`config.mk`:
```
export PLATFORM = sky130hd
export DESIGN_NAME = dbg_core_end_flat
export DESIGN_NICKNAME = d
export VERILOG_FILES = /design/src/rtl/dbg_pkg.sv /design/src/rtl/dbg_sideband_if.sv /design/src/rtl/dbg_core_end.sv /design/src/rtl/dbg_cpu_slice.sv /design/src/flat_wrapper.sv
export SDC_FILE = /design/constraint.sdc
export NUM_CORES = 1
export LEC_CHECK = 0
export ABC_CLOCK_PERIOD_IN_PS = 3150
export BUFFER_PORTS_ARGS = -buffer_cell sky130_fd_sc_hd__buf_4
export CAP_MARGIN = 20
export CELL_PAD_IN_SITES_DETAIL_PLACEMENT = 0
export CELL_PAD_IN_SITES_GLOBAL_PLACEMENT = 2
export CORE_MARGIN = 2
export CORE_UTILIZATION = 25
export DETAILED_ROUTE_END_ITERATION = 7
export PLACE_DENSITY_LB_ADDON = 0.3
export SKIP_CTS_REPAIR_TIMING = 1
export SYNTH_ARGS = -nofsm -noshare
export SYNTH_HDL_FRONTEND = slang
export SYNTH_SLANG_ARGS = --single-unit
```
`constraint.sdc`:
```
create_clock -name CLK_IN -period 3.15 [get_ports CLK_IN]
set_input_delay 0 -clock CLK_IN [delete_from_list [all_inputs] [get_ports CLK_IN]]
set_output_delay 0 -clock CLK_IN [all_outputs]
set_load 0.03 [all_outputs]
```
`src/rtl/dbg_pkg.sv`:
```
// Summary of operation
// external debug request is a level, 1 requests
// controller holds request until acknowledge rises
// halt request per processor, 1 requests halt
// hold input keeps processor in reset after reset
// coprocessor debug access only while enable is 1
// lock status 1 set, 0 clear, exposed
// ROM base bits 39:12 sampled only in reset
// ROM base valid low, base tied zero if unknown
// self offset bits 39:15 signed, sampled in reset
// offset unknown means offset zero, valid low
// trigger output marks external request taken
// acknowledge is 1 when request acknowledged
// bit n of each vector is processor n
// restart held until handshake, then both drop
// valid low sampled reports address not valid
package dbg_pkg;

  localparam int NUM_CPU = 4;
  localparam int ROM_HI = 39;
  localparam int ROM_LO = 12;
  localparam int SELF_LO = 15;
  localparam int ROM_W = ROM_HI - ROM_LO + 1;
  localparam int SELF_W = ROM_HI - SELF_LO + 1;

  typedef logic [NUM_CPU-1:0] cpu_vec_t;
  typedef logic [ROM_W-1:0] rom_base_t;
  typedef logic [SELF_W-1:0] self_off_t;

  // ---------------------------------------------------------------
  // controller register map, byte offsets
  // ---------------------------------------------------------------
  localparam int ADDR_W = 5;
  localparam logic [ADDR_W-1:0] OFS_HALT = 5'h00;
  localparam logic [ADDR_W-1:0] OFS_EXTREQ = 5'h04;
  localparam logic [ADDR_W-1:0] OFS_RESTART = 5'h08;
  localparam logic [ADDR_W-1:0] OFS_CONFIG = 5'h0c;
  localparam logic [ADDR_W-1:0] OFS_ROMBASE = 5'h10;
  localparam logic [ADDR_W-1:0] OFS_SELFOFS = 5'h14;
  localparam logic [ADDR_W-1:0] OFS_STATUS = 5'h18;
  localparam logic [ADDR_W-1:0] OFS_TAKEN = 5'h1c;

  // config register fields
  localparam int CFG_LOCK_LSB = 0;
  localparam int CFG_HOLD_LSB = 4;
  localparam int CFG_SWEN_LSB = 8;
  localparam int CFG_ROMV_BIT = 16;
  localparam int CFG_SELFV_BIT = 17;
  // status register fields
  localparam int STS_ACK_LSB = 0;
  localparam int STS_RSTD_LSB = 4;

  localparam cpu_vec_t CPU_ZERO = 4'h0;
  localparam logic [31:0] CFG_RESET = 32'h0000_0000;

  typedef enum logic [1:0] {
    ST_RESET = 2'b00,
    ST_RUN = 2'b01,
    ST_HALT = 2'b10,
    ST_RESTART = 2'b11
  } cpu_state_t;

endpackage

```
`src/rtl/dbg_sideband_if.sv`:
```
`timescale 1ns/10ps
interface dbg_sideband_if;
  import dbg_pkg::*;

  cpu_vec_t halt_request;
  cpu_vec_t ext_debug_request;
  cpu_vec_t sw_lock_status;
  cpu_vec_t hold_warm_reset;
  cpu_vec_t sw_access_enable;
  cpu_vec_t restart_request;
  rom_base_t rom_table_base;
  logic rom_table_base_valid;
  self_off_t self_offset;
  logic self_offset_valid;
  cpu_vec_t debug_acknowledge;
  cpu_vec_t restart_handshake;
  cpu_vec_t request_taken;

  modport core (
    input halt_request, ext_debug_request, sw_lock_status, hold_warm_reset, sw_access_enable,
    input restart_request, rom_table_base, rom_table_base_valid, self_offset, self_offset_valid,
    output debug_acknowledge, restart_handshake, request_taken
  );

  modport ctrl (
    output halt_request, ext_debug_request, sw_lock_status, hold_warm_reset, sw_access_enable,
    output restart_request, rom_table_base, rom_table_base_valid, self_offset, self_offset_valid,
    input debug_acknowledge, restart_handshake, request_taken
  );

endinterface

```
`src/rtl/dbg_core_end.sv`:
```
`timescale 1ns/10ps
module dbg_core_end (
  input wire logic CLK_IN,
  input wire logic RSTN_IN,
  dbg_sideband_if.core LINK,
  input wire dbg_pkg::cpu_vec_t CORE_WARM_RST_IN,
  input wire dbg_pkg::cpu_vec_t CP_ACC_REQ_IN,
  output dbg_pkg::cpu_vec_t CP_ACC_GRANT_OUT,
  output dbg_pkg::cpu_vec_t CP_ACC_DENY_OUT,
  output dbg_pkg::cpu_vec_t SW_LOCK_OUT,
  output dbg_pkg::cpu_vec_t CORE_IN_RESET_OUT,
  output dbg_pkg::cpu_vec_t CORE_HALTED_OUT,
  output logic [dbg_pkg::NUM_CPU*dbg_pkg::ROM_W-1:0] ROM_BASE_OUT,
  output dbg_pkg::cpu_vec_t ROM_VALID_OUT,
  output logic [dbg_pkg::NUM_CPU*dbg_pkg::SELF_W-1:0] SELF_OFFSET_OUT,
  output dbg_pkg::cpu_vec_t SELF_VALID_OUT
);
  import dbg_pkg::*;

  cpu_vec_t ack;
  cpu_vec_t taken;
  cpu_vec_t restarted;
  cpu_vec_t in_reset;
  cpu_vec_t halted;

  // ---------------------------------------------------------------
  // one sequencer per processor, bit n serves processor n
  // ---------------------------------------------------------------
  genvar gi;
  generate
    for (gi = 0; gi < NUM_CPU; gi++) begin : g_cpu
      dbg_cpu_slice u_slice (
        .clk_in(CLK_IN),
        .rstn_in(RSTN_IN),
        .warm_rst_in(CORE_WARM_RST_IN[gi]),
        .hold_in(LINK.hold_warm_reset[gi]),
        .ext_req_in(LINK.ext_debug_request[gi]),
        .halt_req_in(LINK.halt_request[gi]),
        .restart_req_in(LINK.restart_request[gi]),
        .ack_out(ack[gi]),
        .taken_out(taken[gi]),
        .restarted_out(restarted[gi]),
        .in_reset_out(in_reset[gi]),
        .halted_out(halted[gi])
      );

      // -------------------------------------------------------------
      // address snapshots, taken only while this processor is in reset
      // -------------------------------------------------------------
      always_ff @(posedge CLK_IN or negedge RSTN_IN) begin
        if (!RSTN_IN) begin
          ROM_BASE_OUT[gi*ROM_W +: ROM_W] <= '0;
          ROM_VALID_OUT[gi] <= 1'b0;
        end else if (in_reset[gi]) begin
          ROM_BASE_OUT[gi*ROM_W +: ROM_W] <= LINK.rom_table_base;
          ROM_VALID_OUT[gi] <= LINK.rom_table_base_valid;
        end
      end

      always_ff @(posedge CLK_IN or negedge RSTN_IN) begin
        if (!RSTN_IN) begin
          SELF_OFFSET_OUT[gi*SELF_W +: SELF_W] <= '0;
          SELF_VALID_OUT[gi] <= 1'b0;
        end else if (in_reset[gi]) begin
          SELF_OFFSET_OUT[gi*SELF_W +: SELF_W] <= LINK.self_offset;
          SELF_VALID_OUT[gi] <= LINK.self_offset_valid;
        end
      end
    end
  endgenerate

  // ---------------------------------------------------------------
  // link answers
  // ---------------------------------------------------------------
  always_ff @(posedge CLK_IN or negedge RSTN_IN) begin
    if (!RSTN_IN) begin
      LINK.debug_acknowledge <= CPU_ZERO;
      LINK.restart_handshake <= CPU_ZERO;
      LINK.request_taken <= CPU_ZERO;
    end else begin
      LINK.debug_acknowledge <= ack;
      LINK.restart_handshake <= restarted;
      LINK.request_taken <= taken;
    end
  end

  // ---------------------------------------------------------------
  // user-side status
  // ---------------------------------------------------------------
  always_ff @(posedge CLK_IN or negedge RSTN_IN) begin
    if (!RSTN_IN) begin
      CORE_IN_RESET_OUT <= {NUM_CPU{1'b1}};
      CORE_HALTED_OUT <= CPU_ZERO;
    end else begin
      CORE_IN_RESET_OUT <= in_reset;
      CORE_HALTED_OUT <= halted;
    end
  end

  always_ff @(posedge CLK_IN or negedge RSTN_IN) begin
    if (!RSTN_IN) begin
      SW_LOCK_OUT <= CPU_ZERO;
    end else begin
      SW_LOCK_OUT <= LINK.sw_lock_status;
    end
  end

  // coprocessor debug access: granted or refused per cycle of request
  always_ff @(posedge CLK_IN or negedge RSTN_IN) begin
    if (!RSTN_IN) begin
      CP_ACC_GRANT_OUT <= CPU_ZERO;
      CP_ACC_DENY_OUT <= CPU_ZERO;
    end else begin
      CP_ACC_GRANT_OUT <= CP_ACC_REQ_IN & LINK.sw_access_enable;
      CP_ACC_DENY_OUT <= CP_ACC_REQ_IN & ~LINK.sw_access_enable;
    end
  end

endmodule

```
`src/rtl/dbg_cpu_slice.sv`:
```
`timescale 1ns/10ps
module dbg_cpu_slice (
  input wire logic clk_in,
  input wire logic rstn_in,
  input wire logic warm_rst_in,
  input wire logic hold_in,
  input wire logic ext_req_in,
  input wire logic halt_req_in,
  input wire logic restart_req_in,
  output logic ack_out,
  output logic taken_out,
  output logic restarted_out,
  output logic in_reset_out,
  output logic halted_out
);
  import dbg_pkg::*;

  cpu_state_t state_ff;
  cpu_state_t nxt_state;

  // ---------------------------------------------------------------
  // per-processor run/halt/restart sequence
  // ---------------------------------------------------------------
  always_comb begin
    nxt_state = state_ff;
    unique case (state_ff)
      ST_RESET: begin
        if (!warm_rst_in && !hold_in) begin
          nxt_state = ST_RUN;
        end
      end
      ST_RUN: begin
        if (warm_rst_in) begin
          nxt_state = ST_RESET;
        end else if (ext_req_in || halt_req_in) begin
          nxt_state = ST_HALT;
        end
      end
      ST_HALT: begin
        if (warm_rst_in) begin
          nxt_state = ST_RESET;
        end else if (restart_req_in) begin
          nxt_state = ST_RESTART;
        end
      end
      ST_RESTART: begin
        if (warm_rst_in) begin
          nxt_state = ST_RESET;
        end else if (!restart_req_in) begin
          nxt_state = ST_RUN;
        end
      end
    endcase
  end

  always_ff @(posedge clk_in or negedge rstn_in) begin
    if (!rstn_in) begin
      state_ff <= ST_RESET;
    end else begin
      state_ff <= nxt_state;
    end
  end

  // ---------------------------------------------------------------
  // outputs, all registered
  // ---------------------------------------------------------------
  always_ff @(posedge clk_in or negedge rstn_in) begin
    if (!rstn_in) begin
      ack_out <= 1'b0;
      halted_out <= 1'b0;
      in_reset_out <= 1'b1;
      restarted_out <= 1'b0;
    end else begin
      ack_out <= (nxt_state == ST_HALT);
      halted_out <= (nxt_state == ST_HALT);
      in_reset_out <= (nxt_state == ST_RESET);
      restarted_out <= (nxt_state == ST_RESTART);
    end
  end

  // one-cycle pulse when an external request moves the processor to halt
  always_ff @(posedge clk_in or negedge rstn_in) begin
    if (!rstn_in) begin
      taken_out <= 1'b0;
    end else begin
      taken_out <= (state_ff == ST_RUN) && (nxt_state == ST_HALT) && ext_req_in;
    end
  end

endmodule

```
`src/flat_wrapper.sv`:
```
// flat-port wrapper written by rule: the top's interface ports become plain ports
module dbg_core_end_flat import dbg_pkg::*;
  (CLK_IN, RSTN_IN, CORE_WARM_RST_IN, CP_ACC_REQ_IN, CP_ACC_GRANT_OUT, CP_ACC_DENY_OUT, SW_LOCK_OUT, CORE_IN_RESET_OUT, CORE_HALTED_OUT, ROM_BASE_OUT, ROM_VALID_OUT, SELF_OFFSET_OUT, SELF_VALID_OUT, LINK_halt_request, LINK_ext_debug_request, LINK_sw_lock_status, LINK_hold_warm_reset, LINK_sw_access_enable, LINK_restart_request, LINK_rom_table_base, LINK_rom_table_base_valid, LINK_self_offset, LINK_self_offset_valid, LINK_debug_acknowledge, LINK_restart_handshake, LINK_request_taken);
  dbg_sideband_if LINK_i ();
  input wire logic CLK_IN;
  input wire logic RSTN_IN;
  input wire dbg_pkg::cpu_vec_t CORE_WARM_RST_IN;
  input wire dbg_pkg::cpu_vec_t CP_ACC_REQ_IN;
  output dbg_pkg::cpu_vec_t CP_ACC_GRANT_OUT;
  output dbg_pkg::cpu_vec_t CP_ACC_DENY_OUT;
  output dbg_pkg::cpu_vec_t SW_LOCK_OUT;
  output dbg_pkg::cpu_vec_t CORE_IN_RESET_OUT;
  output dbg_pkg::cpu_vec_t CORE_HALTED_OUT;
  output logic [dbg_pkg::NUM_CPU*dbg_pkg::ROM_W-1:0] ROM_BASE_OUT;
  output dbg_pkg::cpu_vec_t ROM_VALID_OUT;
  output logic [dbg_pkg::NUM_CPU*dbg_pkg::SELF_W-1:0] SELF_OFFSET_OUT;
  output dbg_pkg::cpu_vec_t SELF_VALID_OUT;
  input wire logic [$bits(LINK_i.halt_request)-1:0] LINK_halt_request;
  input wire logic [$bits(LINK_i.ext_debug_request)-1:0] LINK_ext_debug_request;
  input wire logic [$bits(LINK_i.sw_lock_status)-1:0] LINK_sw_lock_status;
  input wire logic [$bits(LINK_i.hold_warm_reset)-1:0] LINK_hold_warm_reset;
  input wire logic [$bits(LINK_i.sw_access_enable)-1:0] LINK_sw_access_enable;
  input wire logic [$bits(LINK_i.restart_request)-1:0] LINK_restart_request;
  input wire logic [$bits(LINK_i.rom_table_base)-1:0] LINK_rom_table_base;
  input wire logic [$bits(LINK_i.rom_table_base_valid)-1:0] LINK_rom_table_base_valid;
  input wire logic [$bits(LINK_i.self_offset)-1:0] LINK_self_offset;
  input wire logic [$bits(LINK_i.self_offset_valid)-1:0] LINK_self_offset_valid;
  output wire logic [$bits(LINK_i.debug_acknowledge)-1:0] LINK_debug_acknowledge;
  output wire logic [$bits(LINK_i.restart_handshake)-1:0] LINK_restart_handshake;
  output wire logic [$bits(LINK_i.request_taken)-1:0] LINK_request_taken;
  assign LINK_i.halt_request = LINK_halt_request;
  assign LINK_i.ext_debug_request = LINK_ext_debug_request;
  assign LINK_i.sw_lock_status = LINK_sw_lock_status;
  assign LINK_i.hold_warm_reset = LINK_hold_warm_reset;
  assign LINK_i.sw_access_enable = LINK_sw_access_enable;
  assign LINK_i.restart_request = LINK_restart_request;
  assign LINK_i.rom_table_base = LINK_rom_table_base;
  assign LINK_i.rom_table_base_valid = LINK_rom_table_base_valid;
  assign LINK_i.self_offset = LINK_self_offset;
  assign LINK_i.self_offset_valid = LINK_self_offset_valid;
  assign LINK_debug_acknowledge = LINK_i.debug_acknowledge;
  assign LINK_restart_handshake = LINK_i.restart_handshake;
  assign LINK_request_taken = LINK_i.request_taken;
  dbg_core_end u_core (.CLK_IN(CLK_IN), .RSTN_IN(RSTN_IN), .LINK(LINK_i), .CORE_WARM_RST_IN(CORE_WARM_RST_IN), .CP_ACC_REQ_IN(CP_ACC_REQ_IN), .CP_ACC_GRANT_OUT(CP_ACC_GRANT_OUT), .CP_ACC_DENY_OUT(CP_ACC_DENY_OUT), .SW_LOCK_OUT(SW_LOCK_OUT), .CORE_IN_RESET_OUT(CORE_IN_RESET_OUT), .CORE_HALTED_OUT(CORE_HALTED_OUT), .ROM_BASE_OUT(ROM_BASE_OUT), .ROM_VALID_OUT(ROM_VALID_OUT), .SELF_OFFSET_OUT(SELF_OFFSET_OUT), .SELF_VALID_OUT(SELF_VALID_OUT));
endmodule
```
Yosys cells after proc, flatten, opt, wreduce, memory -nomap -nowiden --
Cells that the tools add are included.
Word-level totals: bits in writable memories 0, word-level logic and storage cells 130, memory bits (read-only) 0, bits in registers 272, memories 0, latch bits 0
Cells by class: equality and inequality tests 20, bitwise logic cells 3, $lt $le $gt $ge 0, add/subtract/negate cells 0, multiply operators 0, multiplexer cells 32, reduce and logical (&&, ||, !) cells 32, divide/modulo/power cells 0, shifts and indexed selects 0
Operators with widths (count):
- 2-bit 2-to-1 mux | 28
- 2-bit == test, second input constant | 16
- 2-bit case mux with 4 select lines | 4
- 2-bit zero test | 8
- 1-bit logical AND | 12
- 4-bit bitwise AND | 2
- 2-bit by 1-bit == test with 1-bit output, second input constant | 4
- 1-bit zero test | 8
- 1-bit logical OR | 4
- 4-bit NOT | 1

Longest topological paths before layout --
word-level depth 7, gate-level depth with buffers 3, depth with buffers taken out 3

Hierarchy --
From an unflattened synthesis, not the netlist that was laid out.
Second synthesis, totals: cells, all modules 588, area total of the unflattened synthesis 10995.5 um2
Modules (own cells, without submodules):
- dbg_core_end | instances 1, seq. area each 6311.1 um2, cells an instance 504, area each 10034.6 um2
- dbg_cpu_slice | instances 4, seq. area each 151.4 um2, cells an instance 21, area each 240.2 um2

Least setup slack after synthesis --
OpenSTA, ideal clock, no wires.
path kind register to register, from reg u_core.g_cpu[0].u_slice.in_reset_out, to reg u_core.ROM_BASE_OUT[0] in the netlist's numbering, buffers on the path 2, period minus slack after synthesis 1.269 ns, slack 1.881 ns, arrival time 1.144 ns, required time 3.025 ns, stages on the path, launching flop included 4, path through dfstp_2 -> buf_4 -> buf_6 -> mux2_2
RTL lines:
- start, declared | RTL line dbg_cpu_slice.sv:13 | output logic in_reset_out,
- start signal, assigned | RTL line dbg_cpu_slice.sv:76 | in_reset_out <= (nxt_state == ST_RESET);
- end signal, assigned by index | RTL line dbg_core_end.sv:55 | ROM_BASE_OUT[gi*ROM_W +: ROM_W] <= LINK.rom_table_base;
- end, declared | RTL line dbg_core_end.sv:13 | output logic [dbg_pkg::NUM_CPU*dbg_pkg::ROM_W-1:0] ROM_BASE_OUT,
No word-level cell between the ends.

Worst setup path in the final report --
from reg u_core.g_cpu[1].u_slice.in_reset_out, to reg u_core.ROM_BASE_OUT[28] in the netlist's numbering
RTL lines (RTL line):
- start, declared | dbg_cpu_slice.sv:13
- start signal, assigned | dbg_cpu_slice.sv:76
No word-level cell between the ends.

==> impl_metrics.ini <==
[finish]
fin_nets = 1123
reg.largest.list = u_core.ROM_BASE_OUT (112), u_core.SELF_OFFSET_OUT (100), u_core.g_cpu.u_slice.state_ff (8)
antenna_cells = 0
layout_common_cells = 342 x buf_4, 264 x dfrtp_1, 220 x mux2_2
layoutNonFillerInstCount = 1582
largest_reg_flops = 112
post-route-util_pct = 38.0
drive_gt1_share_pct = 59.1
final_common_cell = buf_4
area_delta_synth_final_pct = 51.0
largest-register = u_core.ROM_BASE_OUT

[critical_path]
critPathKind = flip-flop to flip-flop
crit_arrival_ns = 2.25
start_kind = flip-flop
path_cells = buf_12 > mux2_2
endpoint_kind = flip-flop
path_max_fanout = 30
slowest_delay_ns = 1.01
slowest_stage = dfstp_2
critPathRequiredTime_ns = 3.58
startpoint = u_core.g_cpu[1].u_slice.in_reset_out
r2r_start = u_core.g_cpu[1].u_slice.in_reset_out

[die]
rows = 73
top_level_ports = 341
fp.coreArea_sq_mm = 0.0395
die_height_um = 203
die_w_um = 203
dieArea_sq_mm = 0.0414
start_util_pct = 25.2

[power]
vdd_ir_drop_max_mv = 0.407
swShare_pct = 29.4
pwr-share-clk_pct = 36.0
switchingPower_w = 0.00297
p_leak_nw = 6.93
p_int_w = 0.00713
powerDensity_mw_per_mm2 = 673
pwr-share-seq_pct = 41.2
power_frac_comb_pct = 22.8

[clock_tree]
cts-root-buf = clkbuf_16
clockBufferDepth = 3
clock_latency_ns = 0.56
clkSinkCount = 272
cts_buffers = 31
cts_tree = done
clk_pin_slew_worst_paths_ns = 0.06
htree_levels = 1

[synthesis]
avgSynthCellArea_sq_um = 17.0
syn_area_sq_mm = 0.00994
syn-num-nets = 673
ys_ff_latch = 272
seq_area_frac_synth_pct = 68.6
yosysWarnings = 0
netlist_instances = 584
ys_types = 20

[timing]
setup_viol = 0
timing.fmax_ghz = 0.550
setup_tns_ns = 0
rsz0062_at_grt = false
finalCritPeriodShare_pct = 57.7
skew_ns = 0.0106
slew_violations = 0
worst_slew_pin_slew_ns = 0.780
final-hold-violation-count = 0
slew_headroom_pct = 48.0
period_minus_slack_ns = 1.82

[global_route]
grt_pass1_vias = 6433
grt_remaining_overflow = 0
antenna_found_initial = 0
grt_max_degree = 93
grt_first_pass_wirelength_mm = 40.2
grtUsageTotal_pct = 12.5

[routing]
first_pass_iters = 4
num_vias = 6420
post_drt_wl_per_cell_um = 16.9
routed_wl_mm = 26.7
drt_iter0_markers = 130
drc = 0
via_per_inst = 4.06
drtAntennaViolNets = 0

[job]
drv_cap = 0

[hold_path]
worstHoldPathType = primary input to asynchronous set/reset pin

[placed_design]
io_buffer_count = 340
place.gp.congestion = 0.714
hpwl_mm = 18.2
placedCellCount = 1429

[status]
outcome = completed
## final cells by class
cell class              count  area (sq um)
clock inverters             8           115
multi-input cells         277          2810
fillers                  3811         24500
repair buffers            445          3650
flip-flops and latches    272          6820
inverters                   7          26.3
well taps                 525           657
clock buffers              48           920
## cell usage after synthesis, drive strengths merged
| cell type | n | area share [%] |
|---|---|---|
| a21o | 3 | 0.23 |
| a21oi | 8 | 0.40 |
| a31o | 1 | 0.088 |
| and2 | 4 | 0.25 |
| and3b | 7 | 0.62 |
| buf | 28 | 2.9 |
| dfrtp | 264 | 66 |
| dfstp | 8 | 2.1 |
| inv | 7 | 0.26 |
| mux2 | 220 | 25 |
| nand2 | 5 | 0.19 |
| nand3 | 2 | 0.10 |
| nor2 | 8 | 0.30 |
| nor2b | 8 | 0.50 |
| nor3b | 1 | 0.076 |
| o211a | 1 | 0.10 |
| o21ai | 8 | 0.40 |
| or3 | 1 | 0.063 |
## worst max-delay path, delay by kind of cell (launching register included)
kind	cells	cell delay, ns
mux	1	0.36
flops	1	1.01
buf+inv	1	0.30
## path summary, 6_finish.rpt
kind | end | slack, ns | depth (start not counted)
worst min-delay path | u_core.SELF_OFFSET_OUT[96] | 0.08 | 2
min in group CLK_IN | u_core.SW_LOCK_OUT[1] | 0.09 | 2
worst max-delay path | u_core.ROM_BASE_OUT[28] | 1.33 | 2
worst max register to register | u_core.ROM_BASE_OUT[28] | 1.33 | 2
max in group asynchronous | u_core.g_cpu[0].u_slice.in_reset_out | 2.25 | 3
worst min register to register | u_core.LINK.restart_handshake[1] | 0.34 | 0
## routing by layer
layer / wire (um) / global-route usage, % / vias up
met4: 620 / 3.91 / 0
li1: - / - / 2940
met3: 2160 / 4.35 / 39
met2: 12900 / 20.6 / 194
met5: 0 / 0 / -
met1: 11000 / 15.3 / 3247
## power by group through the flow
stage	Clock (W)	Sequential, W	Combinational, W
2_1_floorplan	0	0.00489	0.000581
3_3_place_gp	0	0.00423	0.00224
3_5_place_dp	0	0.00423	0.00224
4_1_cts	0.00376	0.00417	0.00224
5_1_grt	0.00392	0.00423	0.00244
6_report	0.00363	0.00416	0.00231
## cell families (layout without fill, tap and decap cells)
logic type	count (synthesis)	count (layout)	synth area share, %
muxes	220	220	24.9
AOI/OAI and AO/OA	21	21	1.22
and+or+nand+nor	36	36	2.10
DFF	272	272	68.6
buffers and inverters	35	508	3.14
## stage by stage
step | setup slack, ns | total power, W | cell area, sq um | hold WS (ns)
after global routing | 1.20 | 0.0106 | 15000 | 0.0745
final | 1.33 | 0.0101 | 15000 | 0.0836
after global placement | 1.24 | 0.00647 | 13000 | 0.104
after floorplan | 1.88 | 0.00547 | 9940 | -0.296
after CTS | 1.26 | 0.0102 | 14000 | -0.507
after detailed placement | 1.27 | 0.00647 | 13000 | 0.101
No activity file was read; power rests on OpenSTA's default activity.
